File: src/rtl/rpus_pkg.sv
// Package with constants shared by the rank power-up sequencer.
package rpus_pkg;
  // ---------------------------------------------------------------
  // Rail layout
  // ---------------------------------------------------------------
  localparam int unsigned NUM_RAILS      = 11;
  localparam int unsigned RANK_W         = 2;
  localparam logic [1:0]  RANK_NONE      = 2'h0;
  localparam logic [1:0]  RANK_FIRST     = 2'h1;
  localparam logic [1:0]  RANK_SECOND    = 2'h2;
  localparam logic [1:0]  RANK_THIRD     = 2'h3;
  // ---------------------------------------------------------------
  // Configuration image layout and reset values
  // ---------------------------------------------------------------
  localparam int unsigned CFG_ADDR_W     = 4;
  localparam int unsigned CFG_DATA_W     = 8;
  localparam int unsigned CFG_RANK_LSB   = 0;
  localparam int unsigned CFG_AUTO_BIT   = 0;
  localparam int unsigned CFG_AUTO_ADDR  = 11;
  localparam int unsigned CFG_I2CA_ADDR  = 12;
  localparam int unsigned CFG_PROT_ADDR  = 13;
  localparam logic [7:0]  CFG_RAIL_RST   = 8'h00;
  localparam logic [7:0]  CFG_AUTO_RST   = 8'h01;
  localparam logic [7:0]  CFG_I2CA_RST   = 8'h33;
  localparam logic [7:0]  CFG_PROT_RST   = 8'h00;
  // ---------------------------------------------------------------
  // Timing
  // ---------------------------------------------------------------
  localparam int unsigned CLK_HZ         = 25_000_000;
  localparam int unsigned RANK1_DELAY_MS = 7;
  localparam int unsigned RANK_STEP_MS   = 3;
  localparam int unsigned MS_CYCLES      = CLK_HZ / 1000;
endpackage

File: src/rtl/rpus_cfg_store.sv
// Non-volatile configuration image with in-system rewrite port.
`timescale 1ns/1ps
module rpus_cfg_store #(
  parameter int unsigned AW = rpus_pkg::CFG_ADDR_W,
  parameter int unsigned DW = rpus_pkg::CFG_DATA_W
) (
  input  wire logic                            mclk_i,
  input  wire logic                            sys_rst_i,
  input  wire logic                            wr_en_i,
  input  wire logic [AW-1:0]                   wr_addr_i,
  input  wire logic [DW-1:0]                   wr_data_i,
  output logic      [(1<<AW)-1:0][DW-1:0]      image_o
);
  // -----------------------------------------------------------------
  // Storage
  // -----------------------------------------------------------------
  // Reset restores the factory image, standing in for a reload from memory cells.
  logic [DW-1:0] mem_ff [(1<<AW)];

  function automatic logic [DW-1:0] factory(input int unsigned a);
    if (a == rpus_pkg::CFG_AUTO_ADDR) begin
      factory = rpus_pkg::CFG_AUTO_RST;
    end else if (a == rpus_pkg::CFG_I2CA_ADDR) begin
      factory = rpus_pkg::CFG_I2CA_RST;
    end else if (a == rpus_pkg::CFG_PROT_ADDR) begin
      factory = rpus_pkg::CFG_PROT_RST;
    end else begin
      factory = rpus_pkg::CFG_RAIL_RST;
    end
  endfunction

  genvar g;
  generate
    for (g = 0; g < (1<<AW); g++) begin : g_word
      always_ff @(posedge mclk_i) begin
        if (sys_rst_i) begin
          mem_ff[g] <= factory(g);
        end else if (wr_en_i && (wr_addr_i == AW'(g))) begin
          mem_ff[g] <= wr_data_i;
        end
      end
      assign image_o[g] = mem_ff[g];
    end
  endgenerate
endmodule

File: src/rtl/rpus_sequencer.sv
// Rank power-up sequencer top: turn-on detection, delay timer and rail enables.
// Notes on behaviour
// - Start-up is three ranks, each buck or LDO rail takes one rank from configuration.
// - A rank 0 rail is never enabled by the sequence.
// - Rank 1 rails turn on 7 ms after the turn-on condition.
// - Rank 2 rails turn on 3 ms after the rank 1 point.
// - Rank 3 rails turn on 3 ms after the rank 2 point.
// - Boost and power switches are never enabled by the sequence.
// - The automatic power-on option defaults to set.
// - Configuration supplies rail settings, ordering, protection, auto power-on and bus address.
// - Configuration can be rewritten in system over the serial bus by the host.
// - The user power key is active low.
`timescale 1ns/1ps
module rpus_sequencer #(
  parameter int unsigned NRAIL     = rpus_pkg::NUM_RAILS,
  parameter int unsigned MS_CYCLES = rpus_pkg::MS_CYCLES
) (
  input  wire logic                                       mclk_i,
  input  wire logic                                       sys_rst_i,
  input  wire logic                                       host_power_request_i,
  input  wire logic                                       user_power_key_n_i,
  input  wire logic                                       cfg_wr_en_i,
  input  wire logic [rpus_pkg::CFG_ADDR_W-1:0]            cfg_wr_addr_i,
  input  wire logic [rpus_pkg::CFG_DATA_W-1:0]            cfg_wr_data_i,
  output logic      [NRAIL-1:0]                           rail_en_o,
  output logic                                            boost_en_o,
  output logic                                            switch_en_o,
  output logic                                            seq_busy_o,
  output logic                                            seq_done_o,
  output logic      [1:0]                                 rank_reached_o,
  output logic      [rpus_pkg::CFG_DATA_W-1:0]            i2c_target_addr_o,
  output logic      [rpus_pkg::CFG_DATA_W-1:0]            protect_cfg_o
);
  // -----------------------------------------------------------------
  // Configuration image
  // -----------------------------------------------------------------
  localparam int unsigned NW = 1 << rpus_pkg::CFG_ADDR_W;
  localparam int unsigned MS_W = $clog2(MS_CYCLES + 1);

  logic [NW-1:0][rpus_pkg::CFG_DATA_W-1:0] image;

  rpus_cfg_store #(
    .AW (rpus_pkg::CFG_ADDR_W),
    .DW (rpus_pkg::CFG_DATA_W)
  ) i_rpus_cfg_store (
    .mclk_i    (mclk_i),
    .sys_rst_i (sys_rst_i),
    .wr_en_i   (cfg_wr_en_i),
    .wr_addr_i (cfg_wr_addr_i),
    .wr_data_i (cfg_wr_data_i),
    .image_o   (image)
  );

  wire auto_on = image[rpus_pkg::CFG_AUTO_ADDR][rpus_pkg::CFG_AUTO_BIT];

  // -----------------------------------------------------------------
  // Pin synchronisers
  // -----------------------------------------------------------------
  // Both pins start in their released level so reset cannot look like a press.
  logic [1:0] req_sync_ff;
  logic [1:0] key_n_sync_ff;
  logic       req_prev_ff;
  logic       key_prev_ff;

  always_ff @(posedge mclk_i) begin
    if (sys_rst_i) begin
      req_sync_ff   <= 2'h0;
      key_n_sync_ff <= 2'h3;
      req_prev_ff   <= 1'b0;
      key_prev_ff   <= 1'b0;
    end else begin
      req_sync_ff   <= {req_sync_ff[0], host_power_request_i};
      key_n_sync_ff <= {key_n_sync_ff[0], user_power_key_n_i};
      req_prev_ff   <= req_sync_ff[1];
      key_prev_ff   <= ~key_n_sync_ff[1];
    end
  end

  wire req_level = req_sync_ff[1];
  wire key_level = ~key_n_sync_ff[1];
  wire turn_on   = (req_level & ~req_prev_ff) | (key_level & ~key_prev_ff);

  // -----------------------------------------------------------------
  // Sequencer state
  // -----------------------------------------------------------------
  typedef enum logic [1:0] {
    IDLE,
    RUN,
    DONE
  } rpus_state_e;

  rpus_state_e state_ff;
  rpus_state_e nxt_state;
  logic [MS_W-1:0] tick_ff;
  logic [7:0]      ms_ff;
  logic [1:0]      rank_ff;
  logic [MS_W-1:0] nxt_tick;
  logic [7:0]      nxt_ms;
  logic [1:0]      nxt_rank;

  // -----------------------------------------------------------------
  // Rank marks
  // -----------------------------------------------------------------
  // Eight bits of milliseconds reach the last mark with ample headroom.
  localparam logic [7:0] MS_R1 = 8'(rpus_pkg::RANK1_DELAY_MS);
  localparam logic [7:0] MS_R2 = 8'(rpus_pkg::RANK1_DELAY_MS + rpus_pkg::RANK_STEP_MS);
  localparam logic [7:0] MS_R3 = 8'(rpus_pkg::RANK1_DELAY_MS + 2 * rpus_pkg::RANK_STEP_MS);

  // A rank opens only on the tick that lands on its mark, and only from the rank just below it.
  function automatic logic mark_hit(input logic [7:0] ms,
                                    input logic [7:0] mark,
                                    input logic [1:0] reached,
                                    input logic [1:0] below);
    mark_hit = ((ms + 8'h01) == mark) && (reached == below);
  endfunction

  wire ms_tick  = (tick_ff == MS_W'(MS_CYCLES - 1));
  wire start    = (state_ff == IDLE) && turn_on && auto_on;
  // One timer counts milliseconds from the turn-on event; each rank opens at its own mark.
  wire hit_r1   = ms_tick && mark_hit(ms_ff, MS_R1, rank_ff, rpus_pkg::RANK_NONE);
  wire hit_r2   = ms_tick && mark_hit(ms_ff, MS_R2, rank_ff, rpus_pkg::RANK_FIRST);
  wire hit_r3   = ms_tick && mark_hit(ms_ff, MS_R3, rank_ff, rpus_pkg::RANK_SECOND);

  always_comb begin
    nxt_state = state_ff;
    nxt_tick  = tick_ff;
    nxt_ms    = ms_ff;
    nxt_rank  = rank_ff;
    unique case (state_ff)
      IDLE: begin
        if (start) begin
          nxt_state = RUN;
          nxt_tick  = '0;
          nxt_ms    = 8'h00;
          nxt_rank  = 2'h0;
        end
      end
      RUN: begin
        nxt_tick = ms_tick ? '0 : tick_ff + MS_W'(1);
        if (ms_tick) begin
          nxt_ms = ms_ff + 8'h01;
        end
        // Rank advances by one only, so no rank can be skipped or reordered.
        if (hit_r1 || hit_r2 || hit_r3) begin
          nxt_rank = rank_ff + 2'h1;
        end
        if (hit_r3) begin
          nxt_state = DONE;
        end
      end
      DONE: begin
        nxt_state = DONE;
      end
      // Only a corrupted code lands here; falling back to idle is safer than running on.
      default: begin
        nxt_state = IDLE;
      end
    endcase
  end

  // -----------------------------------------------------------------
  // State registers
  // -----------------------------------------------------------------
  always_ff @(posedge mclk_i) begin
    if (sys_rst_i) begin
      state_ff <= IDLE;
      tick_ff  <= '0;
      ms_ff    <= 8'h00;
      rank_ff  <= 2'h0;
    end else begin
      state_ff <= nxt_state;
      tick_ff  <= nxt_tick;
      ms_ff    <= nxt_ms;
      rank_ff  <= nxt_rank;
    end
  end

  // -----------------------------------------------------------------
  // Rail enables
  // -----------------------------------------------------------------
  function automatic logic rail_due(input logic [1:0] cfg_rank, input logic [1:0] reached);
    rail_due = (cfg_rank != rpus_pkg::RANK_NONE) && (cfg_rank <= reached);
  endfunction

  logic [NRAIL-1:0] nxt_rail_en;

  genvar r;
  generate
    for (r = 0; r < NRAIL; r++) begin : g_rail
      wire [1:0] cfg_rank = image[r][rpus_pkg::CFG_RANK_LSB +: rpus_pkg::RANK_W];
      assign nxt_rail_en[r] = rail_due(cfg_rank, nxt_rank);
    end
  endgenerate

  // Enables latch once set; power-down sequencing is handled elsewhere.
  always_ff @(posedge mclk_i) begin
    if (sys_rst_i) begin
      rail_en_o         <= '0;
      boost_en_o        <= 1'b0;
      switch_en_o       <= 1'b0;
      seq_busy_o        <= 1'b0;
      seq_done_o        <= 1'b0;
      rank_reached_o    <= 2'h0;
    end else begin
      rail_en_o         <= rail_en_o | nxt_rail_en;
      boost_en_o        <= 1'b0;
      switch_en_o       <= 1'b0;
      seq_busy_o        <= (nxt_state == RUN);
      seq_done_o        <= (nxt_state == DONE);
      rank_reached_o    <= nxt_rank;
    end
  end

  // -----------------------------------------------------------------
  // Configuration copies
  // -----------------------------------------------------------------
  // Registered so the address and protection outputs never glitch while a word is rewritten.
  always_ff @(posedge mclk_i) begin
    if (sys_rst_i) begin
      i2c_target_addr_o <= rpus_pkg::CFG_I2CA_RST;
      protect_cfg_o     <= rpus_pkg::CFG_PROT_RST;
    end else begin
      i2c_target_addr_o <= image[rpus_pkg::CFG_I2CA_ADDR];
      protect_cfg_o     <= image[rpus_pkg::CFG_PROT_ADDR];
    end
  end
endmodule

File: config.mk
export PLATFORM = sky130hd
export DESIGN_NAME = rpus_sequencer
export DESIGN_NICKNAME = d
export VERILOG_FILES = /design/src/rtl/rpus_pkg.sv /design/src/rtl/rpus_cfg_store.sv /design/src/rtl/rpus_sequencer.sv
export SDC_FILE = /design/constraint.sdc
export NUM_CORES = 1
export LEC_CHECK = 0
export CAP_MARGIN = 20
export CORE_MARGIN = 5
export CORE_UTILIZATION = 50
export DETAILED_ROUTE_END_ITERATION = 8
export DONT_BUFFER_PORTS = 1
export PLACE_DENSITY_LB_ADDON = 0.25
export SYNTH_ARGS = -nofsm -noshare
export SYNTH_HDL_FRONTEND = slang
export SYNTH_SLANG_ARGS = --single-unit
File: constraint.sdc
create_clock -name mclk_i -period 5.2 [get_ports mclk_i]
set_input_delay 1.04 -clock mclk_i [delete_from_list [all_inputs] [get_ports mclk_i]]
set_output_delay 1.04 -clock mclk_i [all_outputs]
set_load 0.02 [all_outputs]
==> summary by stage, run 1 <==
Run status
The flow ran to the end, and the final reports show no timing, DRC or antenna violations.

Timing
The clock skew is 11.1 ps. The sum of negative setup slack is 0 ps. Setup repair after global routing left no endpoint under its margin. For this run, the top clock speed supported by timing is 295 MHz. Dividing the final minimum period by the clock period gives 0.652.

Across all hold checks on the routed design, the worst slack comes to 414 ps. In this run the tightest slew margin relative to its limit is 0.439. The final-report max-slew violation count is 0. The time the final worst path needs with I/O delays and setup is 3390 ps. Setup violations remaining at the end of the flow were counted as 0. For the pin with the worst max-slew slack, the measured transition is 834 ps. The number of hold violations in the final report is 0.

GRT
For this run, the total global-route usage over all layers was measured as 0.173. Global routing finished with a remaining overflow of 0. The first-pass GRT wire length is 15.9 mm. The initial antenna violation count came to 0. The via count of the first global-routing pass is 3411.

Entering global routing, the biggest net connects 86 pins.

Drt
The topmost layer with routed signal wires is met4. For this run, the detailed router's first-pass iteration total came to 4. In the detailed route, the total length drawn on met3 is 597 um. Dividing the detail-routed wire length by the instance count gives 14.8 um. Once detail routing completed, the nets flagged for antenna violations numbered 0. Using the TritonRoute via totals, the vias-per-cell ratio works out to 5.49. The sum of routed wire length over all layers is 9.42 mm. The sum of routed wire segments on met1 is 4.18 mm. The via count is 3495.

The first routing iteration left 126 violations. Summed over all nets, wire length on met2 after detailed routing comes to 4.48 mm. The total DRC errors in the routed layout is 0.

Pwr
The leakage power of the design is 0.00188 uW. For this design the ratio of total power to cell area is 287 nW/um2. The largest voltage drop on the vdd net is 0.172 mV.

Logic synthesis
The share of synthesized flip-flops with an asynchronous set or reset is 0. The cell area that synthesis handed to floorplanning was 4850 um2. The Yosys step of the flow raised 0 warnings.

The sequential share of the synthesized area is 0.497. The commonest register cell after synthesis is sky130_fd_sc_hd__dfxtp_1. The synthesized netlist cell count is 506. The number of enable flip-flop cells after synthesis is 39. The flop and latch count out of synthesis is 101. The synthesized area per cell is 9.59 um2.

The distinct cell type count of the synthesized netlist is 51.

Clocking
The register clock-pin slew on the reported worst setup and hold paths is 100 ps. The clock passes through at most 2 buffers. The H-tree was split into 3 levels. For the worst-skew pair, the clock arrives at the later sink with an insertion delay of 370 ps. The cell sitting at the root of the clock tree is a sky130_fd_sc_hd__clkbuf_8. The post-CTS setup repair buffer count is 0. Counting the buffers created by CTS gives 9. The clock sink count is 101. The cts-stage hold buffer count is 0. TritonCTS built the clock tree. In this run, post-CTS repair resized a total of 0 instances.

Floorplanning
The effective utilization at floorplan is 0.503. The area inside the core boundary is 9640 um2. The floorplan die width is 109 um. The initialized floorplan defines 36 standard-cell rows. The floorplan die area is 11800 um2.

Measured along the y axis, the die boundary spans 109 um. In this run the count of I/O pins placed on the die edge is 50.

Hold path
The worst hold path belongs to the class reg2reg.

Final layout
The number of antenna diodes in the final layout is 0. The storage element area is 2410 um2. The share of the core filled with cells in the final layout is 0.535.

The net count of the finished layout is 546. The number of fillers in the final layout is 886. Of the cells placed in the final design, the portion with a size suffix greater than 1 is 0.0794. The area taken by multi-input logic gates is 2250 um2. Leaving out fill and tap cells, the most frequent cells in the layout are sky130_fd_sc_hd__dfxtp_1 (62), sky130_fd_sc_hd__nor2_1 (49), sky130_fd_sc_hd__nand2_1 (42). The most common cell after layout, fill and taps aside is sky130_fd_sc_hd__dfxtp_1. The layout overhead on the synthesized area is 6.34%.

Place
Input and output buffers added on the ports amount to 0. At the end of routability-driven placement, the weighted congestion stood at 0.850. The half-perimeter wire length after detailed placement is 6.52 mm.

Setup path
The endpoint class of the critical path is a register. The type of the worst setup path is reg2reg. The critical path required time is 5520 ps. The highest net fanout along the worst path is 11. The arrival time at the worst endpoint is 3710 ps. The nature of the critical path startpoint is a register.

Run
The max capacitance violation total is 0.
[synthesized netlist by cell type (5+ instances only)]
| library cell | count | area share |
|---|---|---|
| sky130_fd_sc_hd__a21o_1 | 9 | 0.014 |
| sky130_fd_sc_hd__nand2_1 | 42 | 0.032 |
| sky130_fd_sc_hd__dfxtp_1 | 62 | 0.26 |
| sky130_fd_sc_hd__nand3_1 | 11 | 0.011 |
| sky130_fd_sc_hd__nor2b_1 | 32 | 0.041 |
| sky130_fd_sc_hd__nor3_1 | 7 | 0.0072 |
| sky130_fd_sc_hd__o21ai_0 | 36 | 0.037 |
| sky130_fd_sc_hd__nor2_1 | 49 | 0.038 |
| sky130_fd_sc_hd__edfxtp_1 | 39 | 0.24 |
| sky130_fd_sc_hd__ha_1 | 30 | 0.077 |
| sky130_fd_sc_hd__mux2i_1 | 5 | 0.010 |
| sky130_fd_sc_hd__and2_1 | 14 | 0.018 |
| sky130_fd_sc_hd__a311oi_1 | 7 | 0.013 |
| sky130_fd_sc_hd__inv_1 | 30 | 0.023 |
| sky130_fd_sc_hd__nand2b_1 | 12 | 0.015 |
| sky130_fd_sc_hd__a21oi_1 | 31 | 0.032 |
| sky130_fd_sc_hd__or2_2 | 10 | 0.013 |
| sky130_fd_sc_hd__clkbuf_1 | 16 | 0.012 |
[worst paths after layout]
| kind | start | end | slack (ps) | cells after the start |
|---|---|---|---|---|
| setup reg to reg | tick_ff[6]$_SDFFE_PP0P_ | rail_en_o[3]$_SDFF_PP0_ | 1810 | 11 |
| setup / recovery | tick_ff[6]$_SDFFE_PP0P_ | rail_en_o[3]$_SDFF_PP0_ | 1810 | 11 |
| hold / removal | key_n_sync_ff[1]$_SDFF_PP1_ | key_prev_ff$_SDFF_PP0_ | 410 | 1 |
| hold reg to reg | key_n_sync_ff[1]$_SDFF_PP1_ | key_prev_ff$_SDFF_PP0_ | 410 | 1 |
[cell type report]
class / count / share of cell area
clock inverter: 5 / 0.00897
sequential: 101 / 0.468
multi-input combinational: 354 / 0.436
inverter: 30 / 0.0218
timing repair buffer: 3 / 0.00436
clock buffer: 11 / 0.0296
tap: 133 / 0.0323
[through the flow]
stage	total power (uW)	worst slack (ps)	area (um2)	std cells
global placement	992	1970	4950	620
global route	1550	1520	5160	637
finish	1480	1810	5160	637
CTS	1500	1810	5160	637
floorplan	984	1810	4860	507
detailed placement	998	1810	4960	621
[registers in the layout (all words and copies together), names as in the netlist]
name                     cells
ms_ff                        8
state_ff                     2
req_prev_ff                  1
seq_busy_o                   1
i2c_target_addr_o            8
rail_en_o                   11
seq_done_o                   1
tick_ff                     15
protect_cfg_o                8
req_sync_ff                  2
i_rpus_cfg_store.mem_ff     39
key_prev_ff                  1
rank_reached_o               2
key_n_sync_ff                2
[worst max-delay path, cell delays in order (launching register included)]
cell and delay, ps:
sky130_fd_sc_hd__dfxtp_1 370, sky130_fd_sc_hd__or4_4 590, sky130_fd_sc_hd__nor4_4 480, sky130_fd_sc_hd__nand3_2 170, sky130_fd_sc_hd__nor4_4 450, sky130_fd_sc_hd__mux2i_1 230
sky130_fd_sc_hd__buf_4 220, sky130_fd_sc_hd__ha_1 260, sky130_fd_sc_hd__nor2b_1 130, sky130_fd_sc_hd__o21ai_0 150, sky130_fd_sc_hd__o21ai_0 130, sky130_fd_sc_hd__a21oi_1 140
[routing by layer]
layer,GRT usage,vias up
met3,0.0573,20
li1,-,1739
met1,0.213,1661
met5,0,-
met2,0.283,75
met4,0.0622,0
[report_power, final]
group | switching (uW) | internal [uW]
Combinational | 48.6 | 34.5
Sequential | 37.6 | 857
Clock | 289 | 213
Total | 375 | 1100
[logic make-up after synthesis]
group,Yosys count,synth area share
compound gates,102,0.126
xor+xnor,3,0.00542
fa+ha+maj,30,0.0774
buf+inv,52,0.0420
flops,101,0.497
mux,7,0.0157
other cells,1,0.000773
simple gates,210,0.235
No activity file was read; power rests on OpenSTA's default activity.
==> inputs of run 2 (changes only) <==
- clock period: 5.2 -> 3.4 ns (I/O delays scaled with it)
==> run 2 against run 1 <==
Register-to-register slack lost 1500 ps. Design area rose by 0.32%. Sequential power rose by 53%. Cell count increased by 0.31%. Combinational power grew 52%. Non-clock buffer count is 2 higher. Largest cell class unchanged. Via count down 2.0%. Sequential cell count unchanged.
==> summary by stage, run 2 (same netlist as run 1, synthesis figures left out) <==
Setup path
In this run the worst path has a maximum fanout of 11. The end of the worst register-to-register path is rail_en_o[8]$_SDFF_PP0_. The number of buffers and inverters on the critical path is 1. The worst setup path is captured at a register.

The signal on the critical path passes through or4_4, nor4_4, nand3_2, nor4_4, mux2i_1, buf_4, ha_1, nor2b_1, o21ai_0, o21ai_0, a21oi_1. The nature of the critical path startpoint is a register. Data on the critical path is required at its endpoint by 3710 ps. Counting cells, the worst reg-to-reg path comes to 11. The type of the worst setup path is reg2reg. The slack of the worst reg-to-reg path is 350 ps.

The slowest stage of the critical path belongs to the cell sky130_fd_sc_hd__or4_4. The arrival time at the worst endpoint is 3360 ps. The worst register-to-register path begins at tick_ff[6]$_SDFFE_PP0P_. In this design, the stage delay of the slowest critical-path cell is 590 ps. The cell family contributing the most delay on the critical path is simple AND/OR/NAND/NOR gates.

Hold path
The hold path depth is 1. The worst hold path terminates at rail_en_o[5]$_SDFF_PP0_. The worst hold path class is in2reg.

The startpoint identified for the worst hold timing path is sys_rst_i.

GRT
The via count of the first global-routing pass came to 3352. The first-pass GRT wire length is 15.6 mm. For this run, the total global-route usage over all layers was measured as 0.166. The overflow left after global routing is 0. The initial antenna violation count is 0. The largest net degree at the start of global routing is 86.

Clocking
Clock tree synthesis found a total of 101 sinks. The later pin in the worst-skew pair is clocked with a latency of 370 ps. The cts-stage hold buffer count is 0. Clock-pin slew was measured on the worst setup and hold paths at 110 ps.

The CTS tree is yes. The post-CTS setup repair buffer count is 0. The maximum buffer depth of the clock tree is 2. The root buffer cell chosen for the clock tree is sky130_fd_sc_hd__clkbuf_8. The TritonCTS buffer count is 9. The H-tree was split into 3 levels. In this run, post-CTS repair resized a total of 0 instances.

Timing
The portion of the clock cycle consumed by the worst path in the final layout is 0.897. The worst pin sits at a relative slew slack of 0.460. For the pin with the worst max-slew slack, the measured transition is 803 ps.

Timing would allow up to 328 MHz. The number of hold violations in the final report is 0. Setup total negative slack on the finished layout was measured at 0 ps. The final-report max-slew violation count is 0. Setup violations remaining at the end of the flow were counted as 0. The clock skew is 13.0 ps. Setup repair after global routing left no endpoint under its margin.

The worst path in the final design needs a cycle of 3050 ps, including I/O delays and setup.

Pwr
The total power divided by cell area is 437 nW/um2. The total power after layout is 2260 uW. The largest voltage drop on the vdd net is 0.368 mV. In this run the static leakage power is 0.00188 uW.

Drt
The sum of routed wire length over all layers is 9.16 mm. The highest layer touched by signal routing is met4. The detailed-route vias per instance is 5.36. The routed layout has 3426 vias. After detailed routing, the average wire length per cell comes to 14.3 um. The sum of routed wire segments on met1 is 4.15 mm. The count of antenna-violating nets left after detailed routing is 0.

The amount of wire on met3 after detailed routing is 541 um. For this run, design rule violations remaining after detail routing come to 0. The met2 wirelength from detailed routing is 4.36 mm. Before antenna repair, the detailed router went through 4 iterations. The number of DRC violations after detailed-routing iteration 0 is 146.

Floorplanning
After floorplanning, the core was sized to cover 9640 um2. The die boundary height is 109 um. The die covers 11800 um2. The number of ports placed on the die boundary is 50. The effective utilization at floorplan is 0.503. The floorplan step set the die width to 109 um.

After floorplanning, the core was divided into 36 placement rows.

Final layout
In the final layout, the registers with the most flip-flops are i_rpus_cfg_store.mem_ff x39, tick_ff x15, rail_en_o x11. The flip-flop count of the largest register after layout is 39. The layout overhead on the synthesized area is 6.68%. The final net count is 548. The antenna diode count is 0. The largest register by flop count is i_rpus_cfg_store.mem_ff.

Leaving out fill and tap cells, the most frequent cell in the layout is sky130_fd_sc_hd__dfxtp_1. The count of cells in the finished layout, fillers not included, comes to 639. Of the cells placed in the final design, the portion with a size suffix greater than 1 is 0.0850.

In the layout the commonest cells are sky130_fd_sc_hd__dfxtp_1 (62), sky130_fd_sc_hd__nor2_1 (49), sky130_fd_sc_hd__nand2_1 (42).

Place
The half-perimeter wire length after detailed placement is 6.50 mm. The routability congestion estimate is 0.834. After detailed placement, the design holds a cell count of 623. Port buffering added 0 buffers.

Run
Max-cap violations in this run came to 0.

Run status
The flow ran to the end, and the final reports show no timing, DRC or antenna violations.
run 2: worst register-to-register path, stage by stage, from the launching register on:
cell                      delay, ps
sky130_fd_sc_hd__dfxtp_1        380
sky130_fd_sc_hd__or4_4          590
sky130_fd_sc_hd__nor4_4         320
sky130_fd_sc_hd__nand3_2        140
sky130_fd_sc_hd__nor4_4         320
sky130_fd_sc_hd__mux2i_1        220
sky130_fd_sc_hd__buf_4          220
sky130_fd_sc_hd__ha_1           270
sky130_fd_sc_hd__nor2b_1        130
sky130_fd_sc_hd__o21ai_0        140
sky130_fd_sc_hd__o21ai_0        120
sky130_fd_sc_hd__a21oi_1        140
run 2: layout make-up:
cell class	count	area, um2
fill	900	4460
tap	133	166
clock buffer	9	124
timing repair buffer	5	37.5
clock inverter	7	76.3
multi-input combinational	354	2250
inverter	30	113
sequential	101	2410
run 2: where the power goes:
| group | internal (uW) | switching (uW) | total (uW) |
|---|---|---|---|
| Sequential | 1310 | 56.8 | 1370 |
| Combinational | 52.6 | 73.1 | 126 |
| Clock | 293 | 476 | 769 |
| Total | 1660 | 606 | 2260 |
run 2: worst max-delay path by stage:
stage / from / end / depth (start not counted)
3_3_place_gp: tick_ff[6]$_SDFFE_PP0P_ / rail_en_o[8]$_SDFF_PP0_ / 11
4_1_cts: tick_ff[6]$_SDFFE_PP0P_ / rail_en_o[8]$_SDFF_PP0_ / 11
6_report: tick_ff[6]$_SDFFE_PP0P_ / rail_en_o[8]$_SDFF_PP0_ / 11
3_5_place_dp: tick_ff[6]$_SDFFE_PP0P_ / rail_en_o[8]$_SDFF_PP0_ / 11
2_1_floorplan: tick_ff[6]$_SDFFE_PP0P_ / rail_en_o[7]$_SDFF_PP0_ / 10
5_1_grt: tick_ff[5]$_SDFFE_PP0P_ / rail_en_o[8]$_SDFF_PP0_ / 11
run 2: per-layer routing:
| metal | GRT usage | vias up |
|---|---|---|
| met5 | 0 | - |
| met4 | 0.0406 | 0 |
| met3 | 0.0484 | 8 |
| met2 | 0.275 | 62 |
| met1 | 0.215 | 1606 |
| li1 | - | 1750 |
run 2: metrics by stage:
| stage | hold slack, ps | setup slack (ps) | util | instance area, um2 |
|---|---|---|---|---|
| 2_1_floorplan | 389 | 8.25 | - | 4860 |
| 3_3_place_gp | 401 | 428 | 0.516 | 4980 |
| 3_5_place_dp | 404 | 333 | 0.516 | 4980 |
| 4_1_cts | 342 | 308 | 0.537 | 5180 |
| 5_1_grt | 331 | 49.8 | 0.537 | 5180 |
| 6_report | 363 | 351 | 0.537 | 5180 |
==> inputs of run 3 (changes only) <==
- ABC_AREA: unset -> 1
==> run 3 against run 2 <==
Register-to-register slack better by 180 ps. Critical path depth is 6 higher. Wire length is 5.2% higher. Non-clock buffer count is 2 lower. Area after synthesis is 1.5% higher. Sequential power hardly changed. Critical path type unchanged. Critical endpoint is now rail_en_o[6]$_SDFF_PP0_.
==> summary by stage, run 3 <==
Run status
The flow ran to the end, and the final reports show no timing, DRC or antenna violations.

Logic synthesis
The synthesized netlist cell count is 602. The synthesized design contains 39 enable-type register cells. For this run, the number of Yosys warnings is 0. By area the synthesized netlist is led by sky130_fd_sc_hd__dfxtp_1 (25%), sky130_fd_sc_hd__edfxtp_1 (24%), sky130_fd_sc_hd__nand2_1 (8.9%). The most numerous cell in the Yosys netlist is sky130_fd_sc_hd__nand2_1.

The distinct cell type count of the synthesized netlist is 37. The flop and latch count out of synthesis is 101. The leading area contributor after synthesis is sky130_fd_sc_hd__dfxtp_1.

The sequential share of the synthesized area is 0.490. The commonest register cell after synthesis is sky130_fd_sc_hd__dfxtp_1. The commonest cells after synthesis are sky130_fd_sc_hd__nand2_1 (117), sky130_fd_sc_hd__inv_1 (91), sky130_fd_sc_hd__nor2_1 (85). A synthesized cell averages 8.18 um2.

The cell area after technology mapping is 4930 um2. The share of synthesized flip-flops with an asynchronous set or reset is 0. Of the post-synthesis cell area, the dominant cell type holds 0.252.

Clocking
The clock sink count is 101. TritonCTS built the clock tree. The cell sitting at the root of the clock tree is a sky130_fd_sc_hd__clkbuf_8.

The number of gates given a new drive strength after cts is 0. Counting the buffers created by CTS gives 9. The deepest level of the CTS H-tree is 3.

The post-CTS setup repair buffer count is 0. The maximum buffer depth of the clock tree is 2. The clock insertion delay at the later pin of the skew report is 360 ps. Buffers inserted to repair hold after CTS numbered 0. After clock tree synthesis, the clock-pin slew on the worst setup and hold paths is 110 ps.

Final layout
The most common cell after layout, fill and taps aside is sky130_fd_sc_hd__nand2_1. Leaving out fill and tap cells, the most frequent cells in the layout are sky130_fd_sc_hd__nand2_1 (117), sky130_fd_sc_hd__inv_1 (91), sky130_fd_sc_hd__nor2_1 (85). The final net count is 648. The number of fillers in the final layout is 897. The largest register by flop count is i_rpus_cfg_store.mem_ff. The area taken by multi-input logic gates is 2070 um2. Compared with the post-synthesis result, the final layout area differs by 6.30%.

Of the cells placed in the final design, the portion with a size suffix greater than 1 is 0.0957. The antenna diode count is 0. Across the whole layout, storage elements account for 2410 um2. The largest registers in the layout are i_rpus_cfg_store.mem_ff x39, tick_ff x15, rail_en_o x11. The flip-flop count of the largest register after layout is 39. After the flow finishes, the layout carries non-filler instances totaling 739.

Setup path
The type of the worst setup path is reg2reg. The critical path required time is 3700 ps. The capturing element of the worst setup path is rail_en_o[6]$_SDFF_PP0_.

The worst register-to-register path has a depth of 17. The highest net fanout along the worst path is 11. The worst setup path is launched from a register. In this run the critical register-to-register path is captured at rail_en_o[6]$_SDFF_PP0_. The setup check on the worst reg-to-reg path leaves a slack of 530 ps. The launching instance or port of the critical path is ms_ff[1]$_SDFFE_PP0P_.

The worst register-to-register path begins at ms_ff[1]$_SDFFE_PP0P_. The arrival time at the worst endpoint is 3160 ps. The worst setup path is captured at a register.

Hold path
The tightest min-delay check is of the in2reg type.

GRT
Entering global routing, the biggest net connects 57 pins. In the global route stage, overall resource usage came out at 0.169. The overflow left after global routing is 0.

The first global-routing pass estimated 16.0 mm of wire. The via count of the first global-routing pass is 3554. The initial antenna violation count is 0.

Floorplanning
The die boundary height is 109 um. The die covers 11900 um2. The die is 109 um wide.

The initial utilization of the core area, before any placement, comes to 0.509. The number of placement rows is 36. The number of ports placed on the die boundary is 50. The area inside the core boundary is 9680 um2.

Pwr
The largest voltage drop on the vdd net is 0.322 mV. Of the total power, the share spent switching nets is 0.276. The leakage power of the design is 0.00225 uW. The combinational fraction of design power is 0.074. The net load switching power is 632 uW. The total power after layout is 2290 uW. The total power divided by cell area is 438 nW/um2. The internal cell power is 1660 uW. The share of total power in sequential cells is 0.603. The power share of the clock group is 0.323.

Place
Counting tap cells, the placed design contains a total of 723 instances. The half-perimeter wire length after detailed placement is 6.86 mm. OpenSTA, run right after detailed placement, puts the worst setup slack at 595 ps. The routability congestion estimate is 0.802. The count of buffers added on input and output ports is 0.

Timing
The number of hold violations in the final report is 0. The worst pin sits at a relative slew slack of 0.426. The final-report max-slew violation count is 0. The worst-margin pin slew is 854 ps. In the final timing run, aggregate negative setup slack is 0 ps. The clock arrives with 14.9 ps of skew. The time the final worst path needs with I/O delays and setup is 2870 ps. Derived from the worst setup path, the maximum achievable clock frequency is 349 MHz. The total of endpoints with negative setup slack in the final report is 0.

The portion of the clock cycle consumed by the worst path in the final layout is 0.843. The slack of the critical path is 535 ps. Setup repair after global routing left no endpoint under its margin.

Drt
In this run, the number of DRC markers left after iteration 0 of detailed routing was 196. In this run the remaining antenna-violating nets after routing total 0. Summed over all layers, the routed wires come to 9.63 mm. After detailed routing, the number of vias per cell comes to 5.06. The detailed router placed 3737 vias in this run.

Dividing the detail-routed wire length by the instance count gives 13.0 um. The first detailed-routing pass took 4 iterations. The total DRC errors in the routed layout is 0.

Run
The max capacitance violation total is 0.
==> run 3: area by class of cell <==
type / count / area share
timing repair buffer: 3 / 0.00430
clock buffer: 9 / 0.0237
sequential: 101 / 0.461
clock inverter: 7 / 0.0129
tap: 133 / 0.0318
multi-input combinational: 388 / 0.396
inverter: 98 / 0.0707
==> run 3: stage by stage <==
stage,hold WS (ps),area (um2),util
3_5_place_dp,401,5040,0.521
5_1_grt,353,5240,0.541
6_report,379,5240,0.541
2_1_floorplan,388,4930,-
3_3_place_gp,396,5040,0.521
4_1_cts,364,5240,0.541
==> run 3: routing by layer <==
metal | global-route usage | part of all wire | up-vias
met2 | 0.283 | 0.49 | 63
met3 | 0.0385 | 0.044 | 13
met1 | 0.214 | 0.45 | 1731
li1 | - | - | 1930
met4 | 0.0623 | 0.014 | 0
met5 | 0 | 0 | -
==> run 3: critical path, cell delays in order, from the launching register on <==
cell,delay [ps]
sky130_fd_sc_hd__dfxtp_1,480
sky130_fd_sc_hd__ha_1,260
sky130_fd_sc_hd__nand3_1,130
sky130_fd_sc_hd__nor2_1,130
sky130_fd_sc_hd__nand2_1,80
sky130_fd_sc_hd__nand2_1,70
sky130_fd_sc_hd__nand2_1,80
sky130_fd_sc_hd__nor2_4,130
sky130_fd_sc_hd__nand3_2,100
sky130_fd_sc_hd__nand3_1,110
sky130_fd_sc_hd__nand2_1,60
sky130_fd_sc_hd__inv_1,330
sky130_fd_sc_hd__ha_1,330
sky130_fd_sc_hd__inv_1,60
sky130_fd_sc_hd__nor2_1,30
sky130_fd_sc_hd__o21ai_0,170
sky130_fd_sc_hd__o21ai_0,120
sky130_fd_sc_hd__a21oi_1,140
==> run 3: power by group through the flow <==
| stage | sequential, uW | clock (uW) | combinational [uW] |
|---|---|---|---|
| finish | 1380 | 741 | 169 |
| global route | 1390 | 819 | 199 |
| floorplan | 1400 | 0 | 144 |
| global placement | 1410 | 0 | 161 |
| CTS | 1380 | 762 | 170 |
| detailed placement | 1410 | 0 | 170 |
==> run 3: how the worst min path moves through the flow <==
stage | start | endpoint | slack, ps | cells past startpoint
4_1_cts | sys_rst_i | state_ff[1]$_SDFF_PP0_ | 360 | 1
2_1_floorplan | req_sync_ff[0]$_SDFF_PP0_ | req_sync_ff[1]$_SDFF_PP0_ | 390 | 2
3_5_place_dp | req_sync_ff[0]$_SDFF_PP0_ | req_sync_ff[1]$_SDFF_PP0_ | 400 | 2
5_1_grt | sys_rst_i | rail_en_o[7]$_SDFF_PP0_ | 350 | 1
6_report | sys_rst_i | req_sync_ff[0]$_SDFF_PP0_ | 380 | 1
3_3_place_gp | req_sync_ff[0]$_SDFF_PP0_ | req_sync_ff[1]$_SDFF_PP0_ | 400 | 2
==> run 3: cell families (layout without fill, tap and decap cells) <==
group | count (synthesis) | count (layout) | synth area share
other | 1 | 2 | 0.000761
buffers and inverters | 114 | 117 | 0.0902
AOI/OAI and AO/OA | 80 | 80 | 0.0917
DFF | 101 | 101 | 0.490
adders and majority gates | 30 | 30 | 0.0762
and+or+nand+nor | 276 | 276 | 0.251
